`config.mk`:
```
export PLATFORM = sky130hd
export DESIGN_NAME = xaddr_gen
export DESIGN_NICKNAME = d
export VERILOG_FILES = /design/src/inc/xaddr_pkg.sv /design/src/core/xaddr_gen.sv /design/src/core/reg_mem.sv
export SDC_FILE = /design/constraint.sdc
export NUM_CORES = 1
export LEC_CHECK = 0
export BUFFER_PORTS_ARGS = -buffer_cell sky130_fd_sc_hd__buf_4
export CAP_MARGIN = 20
export CORE_MARGIN = 8
export CORE_UTILIZATION = 60
export DETAILED_ROUTE_END_ITERATION = 10
export PLACE_DENSITY = 0.93
export SLEW_MARGIN = 10
export SYNTH_ARGS = -nofsm -noshare
export SYNTH_HDL_FRONTEND = slang
export SYNTH_HIERARCHICAL = 1
export SYNTH_SLANG_ARGS = --single-unit
```
`constraint.sdc`:
```
create_clock -name pclk -period 11.1 [get_ports pclk]
set_clock_uncertainty 0.1 [all_clocks]
set_input_delay 1.11 -clock pclk [delete_from_list [all_inputs] [get_ports pclk]]
set_output_delay 1.11 -clock pclk [all_outputs]
set_load 0.05 [all_outputs]
```
`src/inc/xaddr_pkg.sv`:
```
// Package for the dual pointer external data address generator.
// Assumes one 100 MHz clock domain and an APB register slave.
package xaddr_pkg;
  // Register indexes; the bus byte address is four times the index.
  localparam logic [11:0] IDX_P0_LOW = 12'h082;
  localparam logic [11:0] IDX_P0_HIGH = 12'h083;
  localparam logic [11:0] IDX_P1_LOW = 12'h084;
  localparam logic [11:0] IDX_P1_HIGH = 12'h085;
  localparam logic [11:0] IDX_SEL_CTRL = 12'h086;
  localparam logic [11:0] IDX_ADDRESSING_CONTROL = 12'h09D;
  localparam logic [11:0] IDX_P0_TOP = 12'h093;
  localparam logic [11:0] IDX_P1_TOP = 12'h095;
  localparam logic [11:0] IDX_PORT2 = 12'h0A0;
  localparam logic [11:0] IDX_ALT_HIGH = 12'h0DA;
  localparam logic [11:0] IDX_RELOC = 12'h0C6;
  localparam logic [11:0] IDX_UNLOCK = 12'h0C7;
  localparam logic [11:0] IDX_IND_UPPER = 12'h0EA;
  // Number of register slots held in the register memory.
  localparam int NREG = 13;
  // Slot numbers inside the register memory.
  localparam logic [3:0] S_P0L = 4'h0;
  localparam logic [3:0] S_P0H = 4'h1;
  localparam logic [3:0] S_P1L = 4'h2;
  localparam logic [3:0] S_P1H = 4'h3;
  localparam logic [3:0] S_SEL = 4'h4;
  localparam logic [3:0] S_ADDRESSING_CONTROL = 4'h5;
  localparam logic [3:0] S_P0X = 4'h6;
  localparam logic [3:0] S_P1X = 4'h7;
  localparam logic [3:0] S_P2 = 4'h8;
  localparam logic [3:0] S_ALT = 4'h9;
  localparam logic [3:0] S_RELOC = 4'hA;
  localparam logic [3:0] S_UNL = 4'hB;
  localparam logic [3:0] S_MXU = 4'hC;
  // Select control field positions.
  localparam int SEL_BIT = 0;
  localparam int TSL_BIT = 5;
  localparam int DIR_LO = 6;
  localparam int DIR_HI = 7;
  // Writable masks.
  localparam logic [7:0] SEL_MASK = 8'hE1;
  localparam logic [7:0] ADDRESSING_CONTROL_MASK = 8'h08;
  localparam int HSRC_BIT = 3;
  // Unlock key pair written in order to the unlock register.
  localparam logic [7:0] KEY1 = 8'hAA;
  localparam logic [7:0] KEY2 = 8'h55;
  // Loaded after the second key; the unlock stays open this many cycles plus one.
  localparam logic [2:0] UNLOCK_CYC = 3'h4;
  // Reset value of all registers.
  localparam logic [7:0] RST_VAL = 8'h00;
  // Relocation step is 4KB, so the base shifts left by this much.
  localparam int RELOC_SHIFT = 12;
  // Address width of the external data path.
  localparam int XA_W = 24;
  // Unlock states.
  typedef enum logic [1:0] {UL_IDLE, UL_KEY1, UL_OPEN} unlock_t;
endpackage

```
`src/core/xaddr_gen.sv`:
```
// Dual data pointer and external data move address generator.
// Assumes an APB master for software and a CPU sequencer that pulses
// pointer steps, pointer uses and move requests one cycle each.
// Summary of operation
// RQ1 - Select bit picks primary or secondary pointer.
// RQ2 - Direction field sets up or down per pointer.
// RQ3 - Toggle enable flips select on pointer use.
// RQ4 - Select bit reads back current selection.
// RQ5 - Each pointer has readable writable low, high.
// RQ6 - Pointer move: top byte plus selected pointer.
// RQ7 - Indirect move upper byte from dedicated register.
// RQ8 - Indirect middle byte from port2 or alternate.
// RQ9 - Relocation register sets base in 4KB steps.
// RQ10 - Software unlocks before writing relocation register.
// RQ11 - External data address is 24 bits wide.
// RQ12 - High source select is addressing control bit 3.
// RQ13 - Steps wrap in 16 bits; toggle follows step.
module xaddr_gen (
  input wire logic pclk,
  input wire logic presetn,
  input wire logic psel,
  input wire logic penable,
  input wire logic pwrite,
  input wire logic [11:0] paddr,
  input wire logic [31:0] pwdata,
  output logic [31:0] prdata,
  output logic pready,
  output logic pslverr,
  input wire logic ptr_step,
  input wire logic ptr_use,
  input wire logic move_ptr,
  input wire logic move_ind,
  input wire logic [7:0] work_reg,
  output logic [xaddr_pkg::XA_W-1:0] xaddr,
  output logic xaddr_valid,
  output logic [xaddr_pkg::XA_W-1:0] external_data_ram_base
);
  import xaddr_pkg::*;

  // Maps a register index to a memory slot; returns 4'hF when the
  // index names no register, which the bus answers with an error.
  // Decoding sits in a function so that the write and the read paths
  // always share one table.
  function automatic logic [3:0] slot_of(input logic [11:0] a);
    unique case (a)
      IDX_P0_LOW: slot_of = S_P0L;
      IDX_P0_HIGH: slot_of = S_P0H;
      IDX_P1_LOW: slot_of = S_P1L;
      IDX_P1_HIGH: slot_of = S_P1H;
      IDX_SEL_CTRL: slot_of = S_SEL;
      IDX_ADDRESSING_CONTROL: slot_of = S_ADDRESSING_CONTROL;
      IDX_P0_TOP: slot_of = S_P0X;
      IDX_P1_TOP: slot_of = S_P1X;
      IDX_PORT2: slot_of = S_P2;
      IDX_ALT_HIGH: slot_of = S_ALT;
      IDX_RELOC: slot_of = S_RELOC;
      IDX_UNLOCK: slot_of = S_UNL;
      IDX_IND_UPPER: slot_of = S_MXU;
      default: slot_of = 4'hF;
    endcase
  endfunction

  // Flat view of every register slot.
  logic [8*NREG-1:0] q;
  // Registered read data from the memory.
  logic [7:0] mem_rd;
  // Unlock state and remaining open window.
  unlock_t ul_r, ul_nxt;
  logic [2:0] ul_cnt_r, ul_cnt_nxt;
  // APB access phase tracking: second cycle of a read waits for data.
  // Reads need it because the memory read data is itself registered.
  logic rd_wait_r;

  // Named views of the slots.
  wire [7:0] p0l = q[8*S_P0L +: 8];
  wire [7:0] p0h = q[8*S_P0H +: 8];
  wire [7:0] p1l = q[8*S_P1L +: 8];
  wire [7:0] p1h = q[8*S_P1H +: 8];
  wire [7:0] selc = q[8*S_SEL +: 8];
  wire [7:0] addressing_control = q[8*S_ADDRESSING_CONTROL +: 8];
  wire [7:0] p0x = q[8*S_P0X +: 8];
  wire [7:0] p1x = q[8*S_P1X +: 8];
  wire [7:0] port2_latch = q[8*S_P2 +: 8];
  wire [7:0] alt_high = q[8*S_ALT +: 8];
  wire [7:0] reloc = q[8*S_RELOC +: 8];
  wire [7:0] mxu = q[8*S_MXU +: 8];

  // Decoded bus access. Each register takes one aligned word, so the
  // byte address is four times the register index.
  wire addr_aligned = (paddr[1:0] == 2'b00);
  wire [11:0] bus_index = paddr >> 2;
  // A misaligned address is treated like an unmapped one.
  wire [3:0] bus_slot = addr_aligned ? slot_of(bus_index) : 4'hF;
  wire bus_mapped = (bus_slot != 4'hF);
  wire bus_acc = psel && penable;
  // A transfer completes at the edge where the master sees pready high.
  // Writes act only there, so a long access phase can neither write
  // twice nor advance the unlock sequence twice.
  wire bus_done = bus_acc && pready;
  wire bus_wr = bus_done && pwrite && bus_mapped;
  // Relocation writes outside the unlock window are dropped with a
  // normal answer, so software has to read back to see the effect.
  wire reloc_locked = (bus_slot == S_RELOC) && (ul_r != UL_OPEN);
  wire bus_wr_ok = bus_wr && !reloc_locked; // RQ10

  // Selection and step direction for the active pointer.
  wire sel = selc[SEL_BIT]; // RQ1 RQ4
  wire auto_toggle_enable = selc[TSL_BIT];
  wire [1:0] dir = selc[DIR_HI:DIR_LO];
  // Primary counts down on field x1, secondary counts down on 1x.
  wire down = sel ? dir[1] : dir[0]; // RQ2
  wire [15:0] act_ptr = sel ? {p1h, p1l} : {p0h, p0l};
  // 16-bit wrap; the top byte is never touched by a step.
  wire [15:0] stepped = down ? act_ptr - 16'h0001 : act_ptr + 16'h0001; // RQ13
  // Toggle after the instruction that used the pointer.
  wire do_toggle = auto_toggle_enable && (ptr_use || ptr_step); // RQ3
  wire [7:0] sel_upd = {selc[7:1], sel ^ do_toggle}; // RQ3

  // Hardware write port: the bus has priority, then pointer step, then
  // a toggle. Only one byte moves per cycle, so a step writes the low
  // byte and a following cycle carries the high byte.
  logic hw_pend_r;
  logic [7:0] hw_hi_r;
  logic hw_sel_r;
  logic hw_tog_r;
  logic wr_en;
  logic [3:0] wr_slot;
  logic [7:0] wr_data;
  logic [3:0] rd_slot;

  // Picks the single write into the register memory for this cycle.
  // One write port keeps the memory small; the price is that a pointer
  // step spreads over two cycles, or three when the toggle is enabled.
  always_comb begin
    wr_en = 1'b0;
    wr_slot = 4'h0;
    wr_data = RST_VAL;
    if (bus_wr_ok) begin
      // Software writes always win the port.
      wr_en = 1'b1;
      wr_slot = bus_slot;
      if (bus_slot == S_SEL) begin
        // Only the select, toggle and direction bits are kept.
        wr_data = pwdata[7:0] & SEL_MASK;
      end else if (bus_slot == S_ADDRESSING_CONTROL) begin
        // Only the high byte source bit is kept.
        wr_data = pwdata[7:0] & ADDRESSING_CONTROL_MASK; // RQ12
      end else begin
        wr_data = pwdata[7:0]; // RQ5
      end
    end else if (hw_pend_r) begin
      // Second cycle of a step: the high byte of the stepped pointer.
      wr_en = 1'b1;
      wr_slot = hw_sel_r ? S_P1H : S_P0H;
      wr_data = hw_hi_r;
    end else if (hw_tog_r) begin
      // Third cycle of a step: the toggle, once the count is complete.
      wr_en = 1'b1;
      wr_slot = S_SEL;
      wr_data = {selc[7:1], ~sel}; // RQ13
    end else if (ptr_step) begin
      // First cycle of a step: the low byte.
      wr_en = 1'b1;
      wr_slot = sel ? S_P1L : S_P0L;
      wr_data = stepped[7:0]; // RQ2
    end else if (do_toggle) begin
      // Another pointer use flips the selection at once.
      wr_en = 1'b1;
      wr_slot = S_SEL;
      wr_data = sel_upd; // RQ3
    end
    // Reads look at the slot of the address on the bus every cycle.
    rd_slot = bus_slot;
  end

  // Holds the rest of a pointer step so it lands in the next cycles.
  // A step that meets a bus write or an unfinished step is not taken,
  // so the sequencer must keep two quiet cycles between steps.
  always_ff @(posedge pclk or negedge presetn) begin
    if (!presetn) begin
      hw_pend_r <= 1'b0;
      hw_hi_r <= RST_VAL;
      hw_sel_r <= 1'b0;
      hw_tog_r <= 1'b0;
    end else begin
      if (ptr_step && !bus_wr_ok && !hw_pend_r && !hw_tog_r) begin
        // Capture the high byte and the pointer that it belongs to.
        hw_pend_r <= 1'b1;
        hw_hi_r <= stepped[15:8];
        hw_sel_r <= sel;
        hw_tog_r <= auto_toggle_enable; // RQ13
      end else if (hw_pend_r && !bus_wr_ok) begin
        // The high byte has taken the port this cycle.
        hw_pend_r <= 1'b0;
      end else if (hw_tog_r && !hw_pend_r && !bus_wr_ok) begin
        // The delayed toggle has taken the port this cycle.
        hw_tog_r <= 1'b0;
      end
    end
  end

  // Register storage with registered read data.
  reg_mem u_mem (
    .pclk(pclk),
    .presetn(presetn),
    .wr_en(wr_en),
    .wr_slot(wr_slot),
    .wr_data(wr_data),
    .rd_slot(rd_slot),
    .rd_data(mem_rd),
    .all_q(q)
  );

  // Unlock sequence: two keys back to back open a short write window.
  // Any other completed write to a mapped register between the keys starts the sequence
  // again, so a stray write cannot leave the window half armed.
  always_comb begin
    ul_nxt = ul_r;
    ul_cnt_nxt = ul_cnt_r;
    unique case (ul_r)
      UL_IDLE: begin
        if (bus_wr && bus_slot == S_UNL && pwdata[7:0] == KEY1) begin
          ul_nxt = UL_KEY1;
        end
      end
      UL_KEY1: begin
        if (bus_wr && bus_slot == S_UNL && pwdata[7:0] == KEY2) begin
          ul_nxt = UL_OPEN;
          ul_cnt_nxt = UNLOCK_CYC;
        end else if (bus_wr) begin
          ul_nxt = UL_IDLE;
        end
      end
      UL_OPEN: begin
        // One relocation write, or the window running out, closes it.
        if ((bus_wr && bus_slot == S_RELOC) || ul_cnt_r == 3'h0) begin
          ul_nxt = UL_IDLE;
        end else begin
          ul_cnt_nxt = ul_cnt_r - 3'h1;
        end
      end
      default: ul_nxt = UL_IDLE;
    endcase
  end

  // Unlock state register.
  always_ff @(posedge pclk or negedge presetn) begin
    if (!presetn) begin
      ul_r <= UL_IDLE;
      ul_cnt_r <= 3'h0;
    end else begin
      ul_r <= ul_nxt;
      ul_cnt_r <= ul_cnt_nxt;
    end
  end

  // Read timing: marks the second access cycle of a read, by which
  // the registered memory data belongs to the address on the bus.
  always_ff @(posedge pclk or negedge presetn) begin
    if (!presetn) begin
      rd_wait_r <= 1'b0;
    end else begin
      rd_wait_r <= bus_acc && !pwrite && !rd_wait_r;
    end
  end

  // Ready rises one cycle after the access starts for a write, two for
  // a read. All answer outputs come from flip-flops, and the !pready
  // term keeps pready a one-cycle pulse while the master still holds
  // psel and penable at the completing edge.
  wire rdy_nxt = bus_acc && !pready && (pwrite || rd_wait_r);
  always_ff @(posedge pclk or negedge presetn) begin
    if (!presetn) begin
      pready <= 1'b0;
      pslverr <= 1'b0;
      prdata <= 32'h0000_0000;
    end else begin
      pready <= rdy_nxt;
      pslverr <= rdy_nxt && !bus_mapped;
      prdata <= (rdy_nxt && !pwrite && bus_mapped) ? {24'h000000, mem_rd}
                                                   : 32'h0000_0000;
    end
  end

  // Address forming for both kinds of move.
  // Pointer moves use the selected pointer and its own top byte; the
  // indirect form uses the working register for the low byte.
  wire [7:0] ind_mid = addressing_control[HSRC_BIT] ? alt_high : port2_latch; // RQ8
  wire [XA_W-1:0] ptr_addr = {sel ? p1x : p0x, act_ptr}; // RQ6
  wire [XA_W-1:0] ind_addr = {mxu, ind_mid, work_reg}; // RQ7 RQ8
  wire [XA_W-1:0] base_nxt = XA_W'({reloc, 12'h000}); // RQ9

  // Registered move address, valid one cycle after the request.
  // The address holds its last value between moves, but only the
  // valid pulse says that it belongs to a new move.
  always_ff @(posedge pclk or negedge presetn) begin
    if (!presetn) begin
      xaddr <= '0;
      xaddr_valid <= 1'b0;
      external_data_ram_base <= '0;
    end else begin
      xaddr <= move_ptr ? ptr_addr : (move_ind ? ind_addr : xaddr); // RQ11
      xaddr_valid <= move_ptr || move_ind;
      external_data_ram_base <= base_nxt; // RQ9
    end
  end
endmodule // xaddr_gen

```
`src/core/reg_mem.sv`:
```
// Small register memory holding the byte registers of the address block.
// Assumes writes from one port; all slots clear on reset.
module reg_mem (
  input wire logic pclk,
  input wire logic presetn,
  input wire logic wr_en,
  input wire logic [3:0] wr_slot,
  input wire logic [7:0] wr_data,
  input wire logic [3:0] rd_slot,
  output logic [7:0] rd_data,
  output logic [8*xaddr_pkg::NREG-1:0] all_q
);
  import xaddr_pkg::*;

  // Each slot is a byte register written when its slot number matches.
  // The register is local to its branch, so every variable has one
  // driving process; the flat view lets the address logic see them all.
  genvar g;
  generate
    for (g = 0; g < NREG; g++) begin : g_slot
      logic [7:0] slot_r;
      always_ff @(posedge pclk or negedge presetn) begin
        if (!presetn) begin
          slot_r <= RST_VAL;
        end else if (wr_en && (wr_slot == 4'(g))) begin
          slot_r <= wr_data;
        end
      end
      assign all_q[8*g +: 8] = slot_r;
    end
  endgenerate

  // Read data comes out of a register, one cycle after the slot is given.
  always_ff @(posedge pclk or negedge presetn) begin
    if (!presetn) begin
      rd_data <= RST_VAL;
    end else begin
      rd_data <= (rd_slot < 4'(NREG)) ? all_q[8*rd_slot +: 8] : RST_VAL;
    end
  end
endmodule // reg_mem

```
### After elaboration in Yosys (flattened, before gate mapping)

Cells that the tools add are included.

| storage, ports and cells | value |
|---|---|
| RAM bits | 0 |
| memories kept | 0 |
| bits in latches | 0 |
| bits in read-only memories | 0 |
| input port bits | 61 |
| flip-flop bits (word level) | 172 |
| logic and storage cells | 178 |

| cells by class | value |
|---|---|
| add/subtract/negate cells | 3 |
| div/mod/pow operators | 0 |
| multipliers | 0 |
| reduce and logical (&&, ||, !) cells | 60 |
| equal/unequal tests | 41 |
| order comparisons | 1 |
| multiplexer cells | 43 |
| bitwise logic cells | 2 |
| shift operators | 1 |

Operators with widths:

| cell | number |
|---|---|
| == test 10 x 8 -> 1 bit (second input constant) | 13 |
| indexed part select 104 x 8 -> 8 bit | 1 |
| 2-to-1 mux 8 bit | 11 |
| one-hot mux 4 bit (13 select lines) | 1 |
| 2-to-1 mux 24 bit | 2 |
| logical AND 1 bit | 37 |
| 2-to-1 mux 16 bit | 2 |
| == test 4 bit (second input constant) | 7 |
| == test 4 x 3 -> 1 bit (second input constant) | 6 |
| 2-to-1 mux 3 bit | 6 |
| adder 16 x 1 -> 16 bit (second input constant) | 1 |
| subtractor 16 x 1 -> 16 bit (second input constant) | 1 |
| 2-to-1 mux 2 bit | 6 |
| inequality test 2 bit (second input constant) | 6 |
| 2-to-1 mux 1 bit | 11 |
| == test 4 x 2 -> 1 bit (second input constant) | 2 |
| == test 8 x 7 -> 1 bit (second input constant) | 1 |
| == test 8 bit (second input constant) | 1 |
| zero test 1 bit | 8 |
| 2-to-1 mux 4 bit | 2 |
| nonzero test 2 bit | 4 |
| one-hot mux 2 bit (3 select lines) | 1 |
| one-hot mux 3 bit (2 select lines) | 1 |
| AND reduction 3 bit | 2 |
| 14 further kinds | 18 |

### Logic depth before layout (Yosys ltp)

| depth | value |
|---|---|
| word-level depth | 13 |
| mapped depth | 14 |

### Cells and area by module

The synthesis kept the hierarchy.

Modules (own cells, without submodules):

| module | seq. area each (um^2) | cells an instance | area an instance (um^2) | instances |
|---|---|---|---|---|
| reg_mem | 2802.7 | 324 | 5076.1 | 1 |
| xaddr_gen | 1501.4 | 496 | 4549.4 | 1 |

### Worst setup path after synthesis

Ideal clock, no wire load.

| path | value |
|---|---|
| path kind | input to register |
| from | input paddr[6] |
| to | register u_mem.g_slot[11].slot_r[0] |
| stages on the path | 12 |
| required time | 10.875 ns |
| setup time | 0.125 ns |
| setup slack | 6.611 ns |
| data arrival time | 4.264 ns |
| path buffers | 1 |
| path through | buf_4 > or4b_4 > or4_4 > o31ai_4 > a311oi_2 > a2111oi_4 > o21ai_2 > o311a_1 > a31oi_1 > nand2_1 > nor2_2 > mux2_2 |

| between the ends | value |
|---|---|
| word-level cells in the longest chain between the ends | 10 |
| elaborated cells on any way between the ends | 30 |
| classes of those cells | eq/ne (18); mux (7); reduce/logical (5) |

Ends and longest elaborated chain:

| what | line | source |
|---|---|---|
| start, declared | xaddr_gen.sv:24 | `input wire logic [11:0] paddr,` |
| == test 10 x 8 -> 1 bit | xaddr_gen.sv:45 | `unique case (a)` |
| one-hot mux 4 bit (13 select lines) * | xaddr_gen.sv:45 |  |
| 2-to-1 mux 4 bit * | xaddr_gen.sv:93 | `wire [3:0] bus_slot = addr_aligned ? slot_of(bus_index) : 4'hF;` |
| == test 4 bit | xaddr_gen.sv:103 | `wire reloc_locked = (bus_slot == S_RELOC) && (ul_r != UL_OPEN);` |
| logical AND 1 bit | xaddr_gen.sv:103 |  |
| zero test 1 bit | xaddr_gen.sv:104 | `wire bus_wr_ok = bus_wr && !reloc_locked;` |
| logical AND 1 bit | xaddr_gen.sv:104 |  |
| 2-to-1 mux 4 bit * | xaddr_gen.sv:138 | `if (bus_wr_ok) begin` |
| net wr_slot[1] | xaddr_gen.sv:127 | `logic [3:0] wr_slot;` |
| == test 4 bit * | reg_mem.sv:25 | `end else if (wr_en && (wr_slot == 4'(g))) begin` |
| logical AND 1 bit * | reg_mem.sv:25 |  |
| end signal, assigned | reg_mem.sv:26 | `slot_r <= wr_data;` |
| end, declared | reg_mem.sv:21 | `logic [7:0] slot_r;` |

Mark *: on every way through the listed nets, which the timed path passes. The rest lies on a longest branch.
A chain may end at the register's enable or synchronous reset.

### Worst setup path in the final report

| path | value |
|---|---|
| from | input paddr[5] |
| to | register u_mem.g_slot[3].slot_r[1] |

| between the ends | value |
|---|---|
| word-level cells in the longest chain between the ends | 10 |
| elaborated cells on any way between the ends | 30 |
| classes of those cells | eq/ne (18); mux (7); reduce/logical (5) |

Ends and longest elaborated chain:

| what | line |
|---|---|
| == test 10 x 8 -> 1 bit | xaddr_gen.sv:45 |
| one-hot mux 4 bit (13 select lines) * | xaddr_gen.sv:45 |
| 2-to-1 mux 4 bit * | xaddr_gen.sv:93 |
| == test 4 bit | xaddr_gen.sv:103 |
| logical AND 1 bit | xaddr_gen.sv:103 |
| zero test 1 bit | xaddr_gen.sv:104 |
| logical AND 1 bit | xaddr_gen.sv:104 |
| 2-to-1 mux 4 bit * | xaddr_gen.sv:138 |
| net wr_slot[1] | xaddr_gen.sv:127 |
| == test 4 x 2 -> 1 bit * | reg_mem.sv:25 |
| logical AND 1 bit * | reg_mem.sv:25 |
| end signal, assigned | reg_mem.sv:26 |
| end, declared | reg_mem.sv:21 |

Marked as above.

==> impl_metrics.yaml <==
outcome:
  status: "completed"
synthesis:
  netlist_area_um2: 9625
  synth_compound_area_share_pct: 8.982
  synth_top_family_by_area: "multiplexers"
  async_flop_share_pct: 100.0
  synth_mux_area_share_pct: 25.61
  synthAdderAreaFrac_pct: 2.288
  yosysWarnings: 6
  synthCells: 820
  synth_edf_count: 0
  synth-seq-cells: 172
  yosysSeqAreaShare_pct: 44.72
  synth_simple_gate_area_share_pct: 10.89
  syn_avg_cell_area_um2: 11.74
  synth_xor_xnor_area_share_pct: 1.365
  post_synth_num_cell_types: 80
  ys.flop_type: "dfrtp_1"
critical_path:
  crit_required_ns: 11.31
  r2r_cells: 12
  end_kind: "register"
  path_class: "input pin to register"
  worstPathMaxFanout: 10
  r2r_slack_ns: 6.57
  crit_end: "u_mem/g_slot[3].slot_r[1]$_DFFE_PN0P_"
  worstSetupStartpointType: "input pin"
  cp.arrival_ns: 5.23
  crit_path_start: "paddr[5]"
  r2r-end: "u_mem/g_slot[0].slot_r[4]$_DFFE_PN0P_"
  r2r_start: "u_mem/g_slot[4].slot_r[0]$_DFFE_PN0P_"
sta:
  worstMarginPinSlew_ns: 1.267
  finalHoldViolCount: 0
  fmax_ghz: 0.1993
  finalSetupTns_ns: 0
  maxSlewViolCount: 0
  slew_headroom_pct: 14.98
  min_period_over_period_pct: 45.19
  fin_crit_ns: 5.017
  rsz0062_at_grt: "false"
  setup_violations: 0
worst_hold_path:
  min-delay-start: "u_mem/g_slot[10].slot_r[5]$_DFFE_PN0P_"
  hold_class: "register to register"
cells_and_area:
  fillCellCount: 1087
  stdcell_count: 1113
  diodes: 0
  area.growth.synth_to_final_pct: 12.26
  design_area_um2: 10810
  mostFrequentLayoutCells: "dfrtp_1 (172), mux2_2 (106), buf_4 (86)"
  layout.area.seq_um2: 4304
  layout_commonest_cell: "dfrtp_1"
  multi_input_area_um2: 4882
  layout.nets: 962
  drive_gt1_share_pct: 31.55
power:
  comb_power_share_pct: 20.7
  clkPwrFrac_pct: 36.5
  ir_worst_vdd_uv: 148.1
  p_sw_share_pct: 32.35
  power.leakage_nw: 5.233
  internal_power_mw: 1.104
  pwr-share-seq_pct: 42.8
  switchingPower_uw: 527.8
  pwr_density_cell_nw_per_um2: 151.0
  finalPower_mw: 1.632
route:
  wire_per_inst_um: 22.26
  drt_iter0_drc: 634
  via_count: 7009
  ant_nets: 0
  vias_per_cell: 6.297
  remaining_drc_errors: 0
  drt-total-wl_um: 24780
  dr.pass1.iters: 5
die:
  chipHeight_um: 142.7
  fp.dieW_um: 142.7
  start_util_pct: 61.04
  ios: 144
  rows: 46
  dieArea_um2: 20350
  coreArea_um2: 15770
cts:
  cts_sinks: 172
  htree_levels: 4
  path_clk_slew_ns: 0.07
  hold_buffers: 0
  cts_setup_buffers: 0
  cts_buffer_depth: 2
  insertion_delay_ns: 0.43
  numCtsBuffers: 17
  cts_tree: "built"
  cts_resized: 0
  cts_root_buffer: "clkbuf_16"
placed_design:
  routabilityCongestion: 0.9101
  io_buffers: 79
  dp_hpwl_um: 16950
  dp.cells: 1078
  postPlaceCellArea_um2: 10170
global_routing:
  grt_pass1_wl_um: 38140
  grt_pass1_vias: 7071
  grt_usage_pct: 24.54
  overflow: 0
  antenna_found_initial: 0
  grt_max_degree: 89
run:
  cap_viol_max_count: 0
kinds of logic after synthesis:
group / after synthesis
AOI/OAI and AO/OA: 126
other: 1
muxes: 202
and+or+nand+nor: 186
buffers and inverters: 101
DFF: 172
xor gates and xnor gates: 15
adders and majority gates: 17
cell usage after synthesis, drive strengths merged (5+ instances only):
cell	number	area share, %
nand2	48	1.9
mux2i	52	5.4
a211oi	10	0.78
xor2	6	0.55
a21o	5	0.42
clkbuf	23	0.90
mux4	21	4.9
mux2	129	15
a21oi	27	1.4
ha	16	2.1
dfrtp	172	45
buf	60	4.5
nand2b	14	0.91
nand3	12	0.75
o21ai	44	2.4
inv	18	0.70
xnor2	9	0.82
nor3b	8	0.62
or3	7	0.47
nor2b	17	1.1
nor3	12	0.74
nand4	5	0.32
and2	8	0.52
nor2	28	1.2
critical path, stage by stage:
cell and delay, ns:
buf_4 0.15, or4b_4 0.57, or4_4 0.51, o31ai_4 0.08, a311oi_2 0.12, a2111oi_4 0.47, o21ai_2 0.20, o311a_1 0.16
a31oi_1 0.36, nand2_1 0.21, nor2b_1 0.85, mux2_2 0.43
power by group through the flow:
stage	combinational (mW)	sequential [mW]	clock, mW
6_report	0.337	0.699	0.596
4_1_cts	0.333	0.695	0.598
3_5_place_dp	0.330	0.705	0
5_1_grt	0.357	0.701	0.623
3_3_place_gp	0.319	0.702	0
2_1_floorplan	0.190	0.741	0
final cells by class:
type                    count  share of cell area (%)
inverters                  18                  0.6253
repair buffers             89                   6.380
well taps                 216                   2.501
clock inverters            13                   1.378
clock buffers              19                   4.099
flip-flops and latches    172                   39.83
multi-input cells         586                   45.18
sequential cells by signal, summed over array words and instances (netlist names):
| signal | cells |
|---|---|
| hw_hi_r | 8 |
| ul_r | 2 |
| rd_wait_r | 1 |
| xaddr | 24 |
| xaddr_valid | 1 |
| hw_tog_r | 1 |
| pready | 1 |
| external_data_ram_base | 8 |
| prdata | 8 |
| u_mem/g_slot.slot_r | 104 |
| hw_pend_r | 1 |
| ul_cnt_r | 3 |
| u_mem/rd_data | 8 |
| pslverr | 1 |
| hw_sel_r | 1 |
per-stage QoR:
| stage | setup slack, ns | util (%) | hold slack (ns) |
|---|---|---|---|
| floorplan | 6.611 | - | 0.2653 |
| global placement | 5.801 | 64.51 | 0.3011 |
| CTS | 6.113 | 68.26 | 0.3280 |
| global route | 5.958 | 68.52 | 0.3327 |
| finish | 6.083 | 68.52 | 0.3261 |
| detailed placement | 5.663 | 64.51 | 0.3087 |
how the worst min path moves through the flow:
stage | cells past startpoint | slack (ns) | to
finish | 0 | 0.33 | external_data_ram_base[17]$_DFF_PN0_
global route | 0 | 0.33 | external_data_ram_base[12]$_DFF_PN0_
CTS | 0 | 0.33 | external_data_ram_base[16]$_DFF_PN0_
detailed placement | 0 | 0.31 | external_data_ram_base[16]$_DFF_PN0_
global placement | 0 | 0.30 | external_data_ram_base[13]$_DFF_PN0_
floorplan | 0 | 0.27 | external_data_ram_base[12]$_DFF_PN0_
metal layers:
layer	routed length [um]	GRT usage [%]	part of all wire (%)	vias up
met5	0	0	0	-
met1	9468	29.86	38	3526
met2	12140	40.91	49	374
met4	944	10.91	3.8	0
li1	-	-	-	3037
met3	2223	5.743	9.0	72
Power figures use the tool's default switching activity.
